**config.mk**
```make
export PLATFORM = sky130hd
export DESIGN_NAME = fiolc_top
export DESIGN_NICKNAME = d
export VERILOG_FILES = /design/src/hdl/fiolc_pkg.sv /design/src/hdl/fiolc_top.sv
export SDC_FILE = /design/constraint.sdc
export NUM_CORES = 1
export LEC_CHECK = 0
export BUFFER_PORTS_ARGS = -buffer_cell sky130_fd_sc_hd__buf_2
export CELL_PAD_IN_SITES_DETAIL_PLACEMENT = 1
export CELL_PAD_IN_SITES_GLOBAL_PLACEMENT = 1
export CORE_UTILIZATION = 48
export DETAILED_ROUTE_END_ITERATION = 7
export GPL_TIMING_DRIVEN = 0
export HOLD_SLACK_MARGIN = 0.02
export MAX_ROUTING_LAYER = met4
export PLACE_DENSITY_LB_ADDON = 0.1
export SYNTH_ARGS = -nofsm -noshare
export SYNTH_HDL_FRONTEND = slang
export SYNTH_SLANG_ARGS = --single-unit
```
**constraint.sdc**
```tcl
create_clock -name clock_i -period 4.3 [get_ports clock_i]
set_clock_uncertainty 0.2 [all_clocks]
set_input_delay 0 -clock clock_i [delete_from_list [all_inputs] [get_ports clock_i]]
set_output_delay 0 -clock clock_i [all_outputs]
set_load 0.01 [all_outputs]
```
**src/hdl/fiolc_pkg.sv**
```systemverilog
package fiolc_pkg;

  // ==========================================================================
  // Register map (parallel port, byte addresses)
  localparam logic [7:0] ADDR_IO_CONFIG_ONE = 8'h01;
  localparam logic [7:0] ADDR_IO_CONFIG_TWO = 8'h02;
  localparam logic [7:0] ADDR_EVENT_STATUS_FOUR = 8'h1c;
  localparam logic [7:0] ADDR_EVENT_MASK_FOUR = 8'h1d;
  localparam logic [7:0] ADDR_LOOPBACK_CONTROL = 8'h4a;
  localparam logic [7:0] RESET_VALUE = 8'h00;
  localparam logic [7:0] LOOPBACK_WRITE_MASK = 8'h1f;

  // ==========================================================================
  // Field positions
  localparam int EV_TX_MF = 4;
  localparam int EV_RX_SIG_ZERO = 5;
  localparam int EV_RX_SIG_ONE = 6;
  localparam int EV_RX_ALARM_CI = 7;

  // ==========================================================================
  // Timing: multiframe periods in microseconds, cycle counts at 100 MHz
  localparam int CLK_PERIOD_NS = 10;
  localparam int MF_E1_US = 2000;
  localparam int MF_D4_US = 1500;
  localparam int MF_ESF_US = 3000;
  localparam int MF_E1_CYC = MF_E1_US * 1000 / CLK_PERIOD_NS;
  localparam int MF_D4_CYC = MF_D4_US * 1000 / CLK_PERIOD_NS;
  localparam int MF_ESF_CYC = MF_ESF_US * 1000 / CLK_PERIOD_NS;
  localparam int E1_FRAMES_PER_MF = 16;
  localparam int SIG_ONE_ZERO_LIMIT = 3;

  typedef struct packed {
    logic rx_sync_mf_skip;
    logic rx_sync_alt_sel;
    logic rx_sync_mf_sel;
    logic rx_sync_dir;
    logic tx_sync_double_wide;
    logic tx_sync_mf_sel;
    logic tx_sync_dir;
    logic line_out_format;
  } fiolc_io_one_s;

  typedef struct packed {
    logic rx_clock_invert;
    logic tx_clock_invert;
    logic rx_sync_invert;
    logic tx_sync_invert;
    logic tx_sys_sync_invert;
    logic sync_shift_en;
    logic tx_backplane_rate_sel;
    logic rx_backplane_rate_sel;
  } fiolc_io_two_s;

  typedef struct packed {
    logic [2:0] unused;
    logic line_unit_split_bit;
    logic local_loop_en;
    logic remote_loop_en;
    logic payload_loop_en;
    logic framer_loop_en;
  } fiolc_loop_s;

  // Host parallel port request
  typedef struct packed {
    logic cs;
    logic wr;
    logic rd;
    logic [7:0] addr;
    logic [7:0] wdata;
  } fiolc_host_req_s;

  // Receive-side framer status strobes feeding the event logic
  typedef struct packed {
    logic e1_mode;
    logic esf_mode;
    logic ts16_valid;
    logic ts16_bit;
    logic frame_start;
    logic mf_start;
    logic alarm_ci_seen;
  } fiolc_rx_stat_s;

endpackage

```
**src/hdl/fiolc_top.sv**
```systemverilog
// Functional notes
// - Transmit multiframe event every 2ms E1, 1.5ms D4 or 3ms ESF.
// - E1: slot 16 all zeros over one whole multiframe sets event.
// - E1: under three zeros in slot 16 over 16 frames sets event.
// - T1: recognised AIS-CI pattern sets its event.
// - Mask register at 1Dh, one bit per event, one enables.
// - Format bit 0 gives bipolar outputs, 1 gives NRZ with negative low outside remote and payload loops.
// - Transmit sync direction and frame or multiframe pulse selection.
// - Double-wide transmit sync in signaling frames; software keeps it legal.
// - Receive sync direction; input only with elastic store enabled.
// - Receive sync selects frame or multiframe pulses.
// - T1: alternate bit doubles receive sync width in signaling frames.
// - E1: alternate bit picks CAS or CRC4 multiframe boundaries.
// - Skip bit pulses receive sync on every other multiframe.
// - Backplane rate bits: 0 for 1.544MHz, 1 for 2.048MHz or interleaved.
// - Sync shift enable bit selects shifted sync timing.
// - Five independent inversion bits for syncs and clocks.
// - Framer loop: transmit to receive, line input ignored, T1 sends ones.
// - Payload loop: transmit on receive timing, transmit payload replaced by receive payload.
// - Payload loop carries corrected payload; overhead regenerated locally.
// - Remote loop: line input retransmitted, formatter output discarded.
// - Local loop: transmitted data replaces receive data via attenuator.
`timescale 1ns/1ns
module fiolc_top (
  input wire logic clock_i,
  input wire logic rst_n_i,
  input wire fiolc_pkg::fiolc_host_req_s host_req_i,
  input wire fiolc_pkg::fiolc_rx_stat_s rx_stat_i,
  input wire logic tx_pos_i,
  input wire logic tx_neg_i,
  input wire logic tx_nrz_i,
  input wire logic tx_is_payload_i,
  input wire logic line_rx_pos_in_i,
  input wire logic line_rx_neg_in_i,
  input wire logic rx_payload_pos_i,
  input wire logic rx_payload_neg_i,
  input wire logic line_unit_split_pin_i,
  input wire logic tx_sync_pin_i,
  input wire logic tx_sig_frame_i,
  input wire logic rx_sig_frame_i,
  input wire logic rx_crc4_mf_i,
  input wire logic rx_elastic_en_i,
  output logic [7:0] host_rdata_o,
  output logic event_irq_o,
  output logic line_tx_pos_out_o,
  output logic line_tx_neg_out_o,
  output logic rx_data_pos_o,
  output logic rx_data_neg_o,
  output logic rx_from_tx_clock_o,
  output logic tx_from_rx_clock_o,
  output logic line_unit_joined_o,
  output logic jitter_path_loop_o,
  output logic tx_sync_pin_o,
  output logic tx_sync_pin_oe_o,
  output logic rx_sync_pin_o,
  output logic rx_sync_pin_oe_o,
  output logic tx_sys_sync_inv_o,
  output logic rx_clock_inv_o,
  output logic tx_clock_inv_o,
  output logic rx_backplane_rate_o,
  output logic tx_backplane_rate_o,
  output logic sync_shift_o
);
  import fiolc_pkg::*;

  fiolc_io_one_s io_one_reg;
  fiolc_io_two_s io_two_reg;
  fiolc_loop_s loop_reg;
  logic [7:0] mask_reg;
  logic [7:0] status_reg;
  logic [7:0] status_set;
  logic [7:0] rdata_next;
  logic [18:0] tx_mf_cnt_reg;
  logic [18:0] tx_mf_limit;
  logic rx_sig_nonzero_reg;
  logic [4:0] rx_zero_cnt_reg;
  logic [3:0] rx_frame_cnt_reg;
  logic rx_mf_odd_reg;
  logic fs_dly_reg;
  logic [2:0] tx_sync_pin_meta_reg;
  logic tx_sync_in_reg;
  logic host_rd;
  logic host_wr;

  assign host_rd = host_req_i.cs & host_req_i.rd;
  assign host_wr = host_req_i.cs & host_req_i.wr;

  // ==========================================================================
  // Host register writes
  always_ff @(posedge clock_i or negedge rst_n_i) begin
    if (!rst_n_i) begin
      io_one_reg <= RESET_VALUE;
      io_two_reg <= RESET_VALUE;
      mask_reg <= RESET_VALUE;
      loop_reg <= RESET_VALUE;
    end else if (host_wr) begin
      if (host_req_i.addr == ADDR_IO_CONFIG_ONE) begin
        io_one_reg <= host_req_i.wdata;
      end else if (host_req_i.addr == ADDR_IO_CONFIG_TWO) begin
        io_two_reg <= host_req_i.wdata;
      end else if (host_req_i.addr == ADDR_EVENT_MASK_FOUR) begin
        mask_reg <= host_req_i.wdata;
      end else if (host_req_i.addr == ADDR_LOOPBACK_CONTROL) begin
        loop_reg <= host_req_i.wdata & LOOPBACK_WRITE_MASK;
      end
    end
  end

  // ==========================================================================
  // Transmit multiframe timer
  always_comb begin
    if (rx_stat_i.e1_mode) begin
      tx_mf_limit = 19'(MF_E1_CYC - 1);
    end else if (rx_stat_i.esf_mode) begin
      tx_mf_limit = 19'(MF_ESF_CYC - 1);
    end else begin
      tx_mf_limit = 19'(MF_D4_CYC - 1);
    end
  end

  always_ff @(posedge clock_i or negedge rst_n_i) begin
    if (!rst_n_i) begin
      tx_mf_cnt_reg <= '0;
    end else if (tx_mf_cnt_reg >= tx_mf_limit) begin
      tx_mf_cnt_reg <= '0;
    end else begin
      tx_mf_cnt_reg <= tx_mf_cnt_reg + 19'h00001;
    end
  end

  // ==========================================================================
  // Slot 16 watchers (E1). Zero watch spans one multiframe, ones watch 16 frames.
  always_ff @(posedge clock_i or negedge rst_n_i) begin
    if (!rst_n_i) begin
      // Starts high: no full multiframe seen yet
      rx_sig_nonzero_reg <= 1'b1;
      rx_zero_cnt_reg <= '0;
      rx_frame_cnt_reg <= '0;
    end else begin
      if (rx_stat_i.mf_start) begin
        rx_sig_nonzero_reg <= rx_stat_i.ts16_valid & rx_stat_i.ts16_bit;
      end else if (rx_stat_i.ts16_valid && rx_stat_i.ts16_bit) begin
        rx_sig_nonzero_reg <= 1'b1;
      end
      if (rx_stat_i.frame_start && rx_frame_cnt_reg == 4'(E1_FRAMES_PER_MF - 1)) begin
        rx_frame_cnt_reg <= '0;
        rx_zero_cnt_reg <= '0;
      end else begin
        if (rx_stat_i.frame_start) begin
          rx_frame_cnt_reg <= rx_frame_cnt_reg + 4'h1;
        end
        if (rx_stat_i.ts16_valid && !rx_stat_i.ts16_bit && rx_zero_cnt_reg != 5'h1f) begin
          rx_zero_cnt_reg <= rx_zero_cnt_reg + 5'h01;
        end
      end
    end
  end

  always_comb begin
    status_set = '0;
    status_set[EV_TX_MF] = (tx_mf_cnt_reg >= tx_mf_limit);
    status_set[EV_RX_SIG_ZERO] = rx_stat_i.e1_mode & rx_stat_i.mf_start & ~rx_sig_nonzero_reg;
    status_set[EV_RX_SIG_ONE] = rx_stat_i.e1_mode & rx_stat_i.frame_start
      & (rx_frame_cnt_reg == 4'(E1_FRAMES_PER_MF - 1))
      & (rx_zero_cnt_reg < 5'(SIG_ONE_ZERO_LIMIT));
    status_set[EV_RX_ALARM_CI] = ~rx_stat_i.e1_mode & rx_stat_i.alarm_ci_seen;
  end

  // Sticky status, cleared by reading; a set in the read cycle wins
  always_ff @(posedge clock_i or negedge rst_n_i) begin
    if (!rst_n_i) begin
      status_reg <= RESET_VALUE;
    end else if (host_rd && host_req_i.addr == ADDR_EVENT_STATUS_FOUR) begin
      status_reg <= status_set;
    end else begin
      status_reg <= status_reg | status_set;
    end
  end

  always_ff @(posedge clock_i or negedge rst_n_i) begin
    if (!rst_n_i) begin
      event_irq_o <= 1'b0;
    end else begin
      event_irq_o <= |((status_reg | status_set) & mask_reg);
    end
  end

  // ==========================================================================
  // Read data
  always_comb begin
    if (host_req_i.addr == ADDR_IO_CONFIG_ONE) begin
      rdata_next = io_one_reg;
    end else if (host_req_i.addr == ADDR_IO_CONFIG_TWO) begin
      rdata_next = io_two_reg;
    end else if (host_req_i.addr == ADDR_EVENT_STATUS_FOUR) begin
      rdata_next = status_reg;
    end else if (host_req_i.addr == ADDR_EVENT_MASK_FOUR) begin
      rdata_next = mask_reg;
    end else if (host_req_i.addr == ADDR_LOOPBACK_CONTROL) begin
      rdata_next = loop_reg;
    end else begin
      rdata_next = '0;
    end
  end

  always_ff @(posedge clock_i or negedge rst_n_i) begin
    if (!rst_n_i) begin
      host_rdata_o <= '0;
    end else if (host_rd) begin
      host_rdata_o <= rdata_next;
    end
  end

  // ==========================================================================
  // Line data paths and loopbacks
  always_ff @(posedge clock_i or negedge rst_n_i) begin
    if (!rst_n_i) begin
      line_tx_pos_out_o <= 1'b0;
      line_tx_neg_out_o <= 1'b0;
      rx_data_pos_o <= 1'b0;
      rx_data_neg_o <= 1'b0;
    end else begin
      if (loop_reg.remote_loop_en) begin
        line_tx_pos_out_o <= line_rx_pos_in_i;
        line_tx_neg_out_o <= line_rx_neg_in_i;
      // T1 framer loop sends unframed ones
      end else if (loop_reg.framer_loop_en && !rx_stat_i.e1_mode) begin
        line_tx_pos_out_o <= 1'b1;
        line_tx_neg_out_o <= ~io_one_reg.line_out_format;
      // payload from receive, overhead from local formatter
      end else if (loop_reg.payload_loop_en && tx_is_payload_i) begin
        line_tx_pos_out_o <= rx_payload_pos_i;
        line_tx_neg_out_o <= rx_payload_neg_i;
      end else if (io_one_reg.line_out_format) begin
        line_tx_pos_out_o <= tx_nrz_i;
        line_tx_neg_out_o <= 1'b0;
      end else begin
        line_tx_pos_out_o <= tx_pos_i;
        line_tx_neg_out_o <= tx_neg_i;
      end
      if (loop_reg.framer_loop_en || loop_reg.local_loop_en) begin
        rx_data_pos_o <= tx_pos_i;
        rx_data_neg_o <= tx_neg_i;
      end else begin
        rx_data_pos_o <= line_rx_pos_in_i;
        rx_data_neg_o <= line_rx_neg_in_i;
      end
    end
  end

  // Clock steering; the caller must not wire rx clock back into tx clock
  always_ff @(posedge clock_i or negedge rst_n_i) begin
    if (!rst_n_i) begin
      rx_from_tx_clock_o <= 1'b0;
      tx_from_rx_clock_o <= 1'b0;
      line_unit_joined_o <= 1'b0;
      jitter_path_loop_o <= 1'b0;
    end else begin
      rx_from_tx_clock_o <= loop_reg.framer_loop_en;
      // tx and link clock from rx clock
      tx_from_rx_clock_o <= loop_reg.payload_loop_en;
      line_unit_joined_o <= line_unit_split_pin_i & ~loop_reg.line_unit_split_bit;
      jitter_path_loop_o <= loop_reg.local_loop_en;
    end
  end

  // ==========================================================================
  // Sync pins and backplane controls
  always_ff @(posedge clock_i or negedge rst_n_i) begin
    if (!rst_n_i) begin
      tx_sync_pin_meta_reg <= '0;
      tx_sync_in_reg <= 1'b0;
      fs_dly_reg <= 1'b0;
    end else begin
      tx_sync_pin_meta_reg <= {tx_sync_pin_meta_reg[1:0], tx_sync_pin_i};
      // A pin change counts only once the last two stages agree
      if (tx_sync_pin_meta_reg[2] == tx_sync_pin_meta_reg[1]) begin
        tx_sync_in_reg <= tx_sync_pin_meta_reg[2];
      end
      fs_dly_reg <= rx_stat_i.frame_start;
    end
  end

  always_ff @(posedge clock_i or negedge rst_n_i) begin
    if (!rst_n_i) begin
      rx_mf_odd_reg <= 1'b0;
    end else if (rx_stat_i.mf_start) begin
      rx_mf_odd_reg <= ~rx_mf_odd_reg;
    end
  end

  always_ff @(posedge clock_i or negedge rst_n_i) begin
    if (!rst_n_i) begin
      tx_sync_pin_o <= 1'b0;
      tx_sync_pin_oe_o <= 1'b0;
      rx_sync_pin_o <= 1'b0;
      rx_sync_pin_oe_o <= 1'b0;
    end else begin
      tx_sync_pin_oe_o <= io_one_reg.tx_sync_dir;
      tx_sync_pin_o <= io_two_reg.tx_sync_invert ^
        (io_one_reg.tx_sync_mf_sel ? (tx_mf_cnt_reg == '0) :
         (rx_stat_i.frame_start | (io_one_reg.tx_sync_double_wide & tx_sig_frame_i
           & tx_sync_in_reg)));
      rx_sync_pin_oe_o <= ~io_one_reg.rx_sync_dir | ~rx_elastic_en_i;
      if (!io_one_reg.rx_sync_mf_sel) begin
        rx_sync_pin_o <= io_two_reg.rx_sync_invert ^ (rx_stat_i.frame_start |
          (!rx_stat_i.e1_mode & io_one_reg.rx_sync_alt_sel & rx_sig_frame_i & fs_dly_reg));
      end else begin
        rx_sync_pin_o <= io_two_reg.rx_sync_invert ^
          ((rx_stat_i.e1_mode && io_one_reg.rx_sync_alt_sel) ? rx_crc4_mf_i :
           (rx_stat_i.mf_start & (~io_one_reg.rx_sync_mf_skip | rx_mf_odd_reg)));
      end
    end
  end

  always_ff @(posedge clock_i or negedge rst_n_i) begin
    if (!rst_n_i) begin
      tx_sys_sync_inv_o <= 1'b0;
      rx_clock_inv_o <= 1'b0;
      tx_clock_inv_o <= 1'b0;
      rx_backplane_rate_o <= 1'b0;
      tx_backplane_rate_o <= 1'b0;
      sync_shift_o <= 1'b0;
    end else begin
      tx_sys_sync_inv_o <= io_two_reg.tx_sys_sync_invert;
      rx_clock_inv_o <= io_two_reg.rx_clock_invert;
      tx_clock_inv_o <= io_two_reg.tx_clock_invert;
      rx_backplane_rate_o <= io_two_reg.rx_backplane_rate_sel;
      tx_backplane_rate_o <= io_two_reg.tx_backplane_rate_sel;
      sync_shift_o <= io_two_reg.sync_shift_en;
    end
  end

endmodule

```
==> summary.txt, run 1 <==
Critical path
  • Crit Path Max Fanout: 4
  • Worst endpoint required time: between 4000 and 5000 ps
  • Slowest CP cell: dlygate4sd3_1
  • CP most frequent cell: ha_1
  • Worst path max stage delay: around 720 ps
  • Worst path arrival time: about 2700 ps
  • CP Class: register to register
  • Crit-path cells: ha_1 > and3_1 > ha_1 > nor3b_1 > dlygate4sd3_1 > mux2i_1 > nor2_1
  • CP startpoint kind: register
  • CP Capture Type: register
  • Critical path buffer and inverter count: 1
  • Delay-heaviest family, CP: buffers and inverters

STA
  • Hold WS: about 39 ps
  • Max transition margin: a little under three fifths
  • Least-Margin Pin Slew: around 620 ps
  • Final setup fails: 0
  • Final hold vios: 0
  • Final clock period utilization by the worst path: roughly 62%
  • Fin. max-slew vios: 0
  • Post-route minimum period: approximately 2700 ps
  • Unrepaired setup endpoints after global routing: false
  • Setup ws final: approximately 1600 ps
  • Final TNS setup: 0 ps
  • Max frequency: 0.374 GHz

Final layout
  • Share of layout cells above drive strength 1: 24.4%
  • Fin nets: just under 600
  • Largest register FFs: 19
  • Antenna diode count: 0
  • Final core utilization: approximately three fifths
  • Fillcell total: 1017
  • Layout overhead on the synthesized area: 24.1%
  • Final Instance Area: around 5600 µm²

Clock tree
  • Clk Latency, worst-skew pair: 370 ps
  • Number of buffers created by CTS: 9
  • CTS HTree Levels: 3
  • Bufs on Longest Clock Path: 2
  • Clk slew on worst S/H paths: around 90 ps
  • CTS root buffer: clkbuf_8
  • CTS Sinks: 95
  • TritonCTS clock tree: yes
  • # resized after CTS: 0

GRT
  • Wire length of the first global-routing pass: between 20 and 25 mm
  • Largest net degree at the start of global routing: 57
  • Vias in the first global route: approximately 4100
  • Met1 GRT Util: 34.9%
  • Initial antenna violation count: 0
  • M3 GR Usage: roughly 4.3%
  • M2 GR Usage: 50.0%
  • All-Layer GR Usage: approximately 29%
  • Grt peak-use layer: met2
  • GRT overflow: 0

Place
  • IO Port Bufs: 67
  • DPL Wire Length: approximately 8.4 mm
  • Pre-CTS setup slack: approximately 1300 ps
  • Global placement routability congestion: 0.841
  • Placed cell areas: roughly 5000 µm²

Min path
  • Hold crit path type: input pin to register

Routing
  • Drt first pass iters: 4
  • DR WL/cell: 19.8 µm
  • Via-per-instance ratio: 5.74
  • Post-Route WL: 12.7 mm
  • First DRT Iteration DRCs: ~140
  • Drt drc: 0
  • Routed Antenna Nets: 0
  • Vias: 3672

Power
  • Power per standard cell area: roughly 360 nW/µm²
  • Pleak: about 2.7 nW
  • VDD IR max: around 0.35 mV

Synthesis
  • Warnings, synthesis: 0
  • Synth top area share: between 50% and 60%
  • Ys flop type: dfrtp_1
  • Syn Area/Cell: ~11 µm²
  • Count leader, synth: dfrtp_1
  • Post-synth EDFFs: 0
  • Synth unique cells: between 50 and 60
  • Area contributors post-synth: dfrtp_1, mux2_2, ha_1
  • Commonest cells post-synth: dfrtp_1, mux2_2, nand2_1
  • Mapped Area: ~4500 µm²
  • Async SR Flop Fraction: between 90% and 100%
  • Synth Register Bits: 95
  • Mapped Cells: about 410
  • Mapped Nets: 463
  • Synth area leader: dfrtp_1
  • Register area share after synthesis: 52.6%

Die
  • Chip Width: approximately 99 µm
  • Core area: roughly 9000 µm²
  • Die ar.: a little under 10000 µm²
  • Num ports: 69
  • Initial Utilization: 49.1%
  • Chip height: just under 100 µm
  • FP Rows: 35

Run status
  • Status: finished, final reports clean

Job
  • Max capacitance violation total: 0
report_power, final:
| group | leakage [nW] | internal (mW) | switching (mW) |
|---|---|---|---|
| Clock | 0.0865 | 0.221 | 0.338 |
| Sequential | 1.23 | 0.984 | 0.101 |
| Combinational | 1.41 | 0.175 | 0.177 |
repair_timing:
item | 4_1_cts | 5_1_grt
hold endpoints to repair | 151 | 0
hold buffers | 39 | 0
setup buffers | 0 | 0
setup endpoints to repair | 0 | 0
logic make-up (layout without fill, tap and decap cells):
group,Yosys count,in the layout,synth area share [%]
buffers and inverters,27,150,2.41
muxes,41,41,10.0
and+or+nand+nor,138,138,16.2
xor gates and xnor gates,25,25,4.84
adders and majority gates,17,17,4.60
DFF,95,95,52.6
AOI/OAI and AO/OA,63,63,9.30
final timing paths:
check	startpoint	endpoint	slack [ps]	depth (start not counted)
setup / recovery	rx_zero_cnt_reg[0]	rx_zero_cnt_reg[4]	1630	7
hold / removal	rx_stat_i[6]	status_reg[6]	40	4
setup reg to reg	rx_zero_cnt_reg[0]	rx_zero_cnt_reg[4]	1630	7
hold reg to reg	tx_sync_pin_meta_reg[0]	tx_sync_pin_meta_reg[1]	170	0
max in group asynchronous	rst_n_i	mask_reg[3]	3080	4
min in group asynchronous	rst_n_i	rx_sig_nonzero_reg	540	3
layout by cell type (no fill, tap or decap), types with 7 or more instances in the layout:
| master | instances |
|---|---|
| nand3_1 | 15 |
| buf_2 | 66 |
| ha_1 | 15 |
| dlygate4sd3_1 | 38 |
| and3_1 | 22 |
| o21ai_0 | 18 |
| clkbuf_8 | 9 |
| mux2i_1 | 7 |
| xnor2_1 | 14 |
| dfrtp_1 | 94 |
| nand2_1 | 33 |
| xor2_1 | 11 |
| mux2_2 | 34 |
| clkbuf_1 | 13 |
| inv_1 | 14 |
| a21oi_1 | 13 |
| nor2_1 | 26 |
| nand4_1 | 9 |
area by class of cell:
class,count,area (µm²),area share (%)
Clock inverter,6,55.1,0.982
Multi-Input combinational cell,284,2030,36.2
Buffer,13,56.3,1.00
Timing Repair Buffer,107,766,13.7
Clock buffer,10,128,2.28
Inverter,14,52.6,0.937
Sequential cell,95,2380,42.4
Tap cell,111,139,2.48
layer usage:
layer	vias up	wire [µm]
li1	1706	-
met4	0	150
met3	17	339
met2	81	6570
met1	1868	5610
met5	-	0
metrics by stage:
stage | instances | power, mW
2_1_floorplan | 406 | 1.28
3_3_place_gp | 584 | 1.38
3_5_place_dp | 585 | 1.41
4_1_cts | 640 | 2.00
5_1_grt | 640 | 2.10
6_report | 640 | 2.00
worst register-to-register path: cells and delay by family (launching register included):
| family | cells | cell delay [ps] |
|---|---|---|
| muxes | 1 | 200 |
| and+or+nand+nor | 3 | 600 |
| DFF | 1 | 430 |
| buffers and inverters | 1 | 720 |
| adders and majority gates | 2 | 400 |
No activity file was read; power rests on OpenSTA's default activity.
==> inputs of run 2 (changes only) <==
CORE_UTILIZATION = 40   (was 48)
clock period = 2.3 ns   (was 4.3 ns; I/O delays follow)
==> summary.txt, run 2 (synthesis gave the netlist of run 1 again) <==
Place
  • Global placement routability congestion: around 0.8
  • IO Port Bufs: 67
  • DPL Wire Length: 8.32 mm
  • Placed Cells: between 600 and 700

Run status
  • Status: finished, final reports clean

Final layout
  • Commonest non-fill, non-tap cell in the layout: dfrtp_1
  • Antenna diode count: 0
  • Most frequent cells in the layout: dfrtp_1, buf_2, mux2_2
  • Fillcell total: around 1200
  • Layout overhead on the synthesized area: 31.5%
  • Fin nets: slightly below 600
  • Share of layout cells above drive strength 1: approximately 30%
  • Non-Filler Instances: between 600 and 700
  • Largest register FFs: 19

GRT
  • All-Layer GR Usage: a little under a quarter
  • Initial antenna violation count: 0
  • Largest net degree at the start of global routing: 68
  • GRT overflow: 0
  • Vias in the first global route: about 3900
  • Wire length of the first global-routing pass: 20.0 mm

Critical path
  • R2R Setup Slk: about 50 ps
  • Crit Path Max Fanout: 5
  • CP Class: register to register
  • Worst path arrival time: 2330 ps
  • FF-to-FF Start: tx_mf_cnt_reg[15]
  • R2r worst-path depth: 7
  • CP startpoint kind: register
  • Worst r2r dst: tx_mf_cnt_reg[16]
  • CP Capture Type: register
  • Worst endpoint required time: between 2000 and 2500 ps

Routing
  • Via-per-instance ratio: approximately 5.4
  • Drt first pass iters: 4
  • Vias: 3598
  • Routed Antenna Nets: 0
  • Drt drc: 0
  • DR WL/cell: around 18 µm
  • Post-Route WL: between 10 and 15 mm
  • First DRT Iteration DRCs: 116

Die
  • Num ports: 69
  • Chip Width: approximately 110 µm
  • Core area: approximately 11000 µm²
  • Die ar.: approximately 12000 µm²
  • FP Rows: 38
  • Initial Utilization: 41.3%
  • Chip height: roughly 110 µm

Power
  • VDD IR max: 0.429 mV
  • Pleak: between 2 and 3 nW
  • Power per standard cell area: 714 nW/µm²

Min path
  • Hold crit path type: input pin to register
  • Hold Path Sink: status_reg[6]
  • Hold depth: 4
  • HP Start: rx_stat_i[6]

STA
  • Post-route minimum period: 2250 ps
  • Final setup fails: 0
  • Max frequency: about 0.44 GHz
  • Max transition margin: 62.9%
  • Final clock period utilization by the worst path: a little over nine tenths
  • Least-Margin Pin Slew: around 550 ps
  • Final hold vios: 0
  • Fin. max-slew vios: 0
  • Final TNS setup: 0 ps

Clock tree
  • TritonCTS clock tree: yes
  • CTS Sinks: 95
  • CTS root buffer: clkbuf_16
  • Clk slew on worst S/H paths: about 70 ps
  • Number of buffers created by CTS: 9
  • CTS HTree Levels: 3
  • Bufs on Longest Clock Path: 2
  • Clk Latency, worst-skew pair: 340 ps

Job
  • Max capacitance violation total: 0
[run 2: power breakdown]
group          internal (mW)  switching [mW]  leakage (nW)
combinational          0.325           0.303          1.48
clock                  0.870           0.703         0.152
sequential              1.84           0.202          1.22
[run 2: metrics by stage]
step	hold WS (ps)	power, mW	area, µm²	util, %	worst slack (ps)
after global placement	-86.9	2.59	5030	46.0	-693
final	41.1	4.24	5940	54.4	51.1
after global routing	82.4	4.45	5940	54.4	-24.6
after CTS	25.9	4.29	5840	53.4	4.34
after detailed placement	-239	2.63	5060	46.3	-706
after floorplan	-496	2.39	4520	-	31.1
[run 2: worst max path at each step]
stage                     slack, ps              start                end  cells past startpoint
after detailed placement       -710       rx_stat_i[6]   tx_mf_cnt_reg[0]                      9
after CTS                         4  tx_mf_cnt_reg[14]  tx_mf_cnt_reg[17]                      7
after global placement         -690       rx_stat_i[6]        event_irq_o                      9
after floorplan                  30  tx_mf_cnt_reg[16]   tx_mf_cnt_reg[8]                      6
after global routing            -20   tx_mf_cnt_reg[0]      tx_sync_pin_o                      7
final                            50  tx_mf_cnt_reg[15]  tx_mf_cnt_reg[16]                      7
[run 2: layout make-up]
cell class	count	area (µm²)	area share, %
Multi-Input combinational cell	284	2150	36.2
Clock inverter	7	88.8	1.49
Tap cell	140	175	2.95
Sequential cell	95	2380	40.1
Buffer	11	77.6	1.30
Inverter	14	52.6	0.884
Timing Repair Buffer	112	791	13.3
Clock buffer	9	225	3.79
[run 2: per-layer routing]
metal	global-route usage, %	part of all wire [%]
met5	-	0
met4	6.66	1.1
met3	2.83	2.7
met2	37.7	49
met1	31.2	47
[run 2: repair_timing]
action | CTS | global route
hold buffers | 34 | 0
gates resized for setup | 19 | 20
gates cloned | 2 | 0
endpoints found under the setup margin | 24 | 22
buffers inserted | 3 | 5
hold endpoints to repair | 150 | 0
pin swaps | 2 | 3
[run 2: critical path, cell delays in order (launching register included)]
cell	delay, ps
dfrtp_2	440
ha_2	190
a21o_1	170
maj3_2	320
a2111oi_4	370
buf_4	190
clkbuf_4	150
and3_1	150
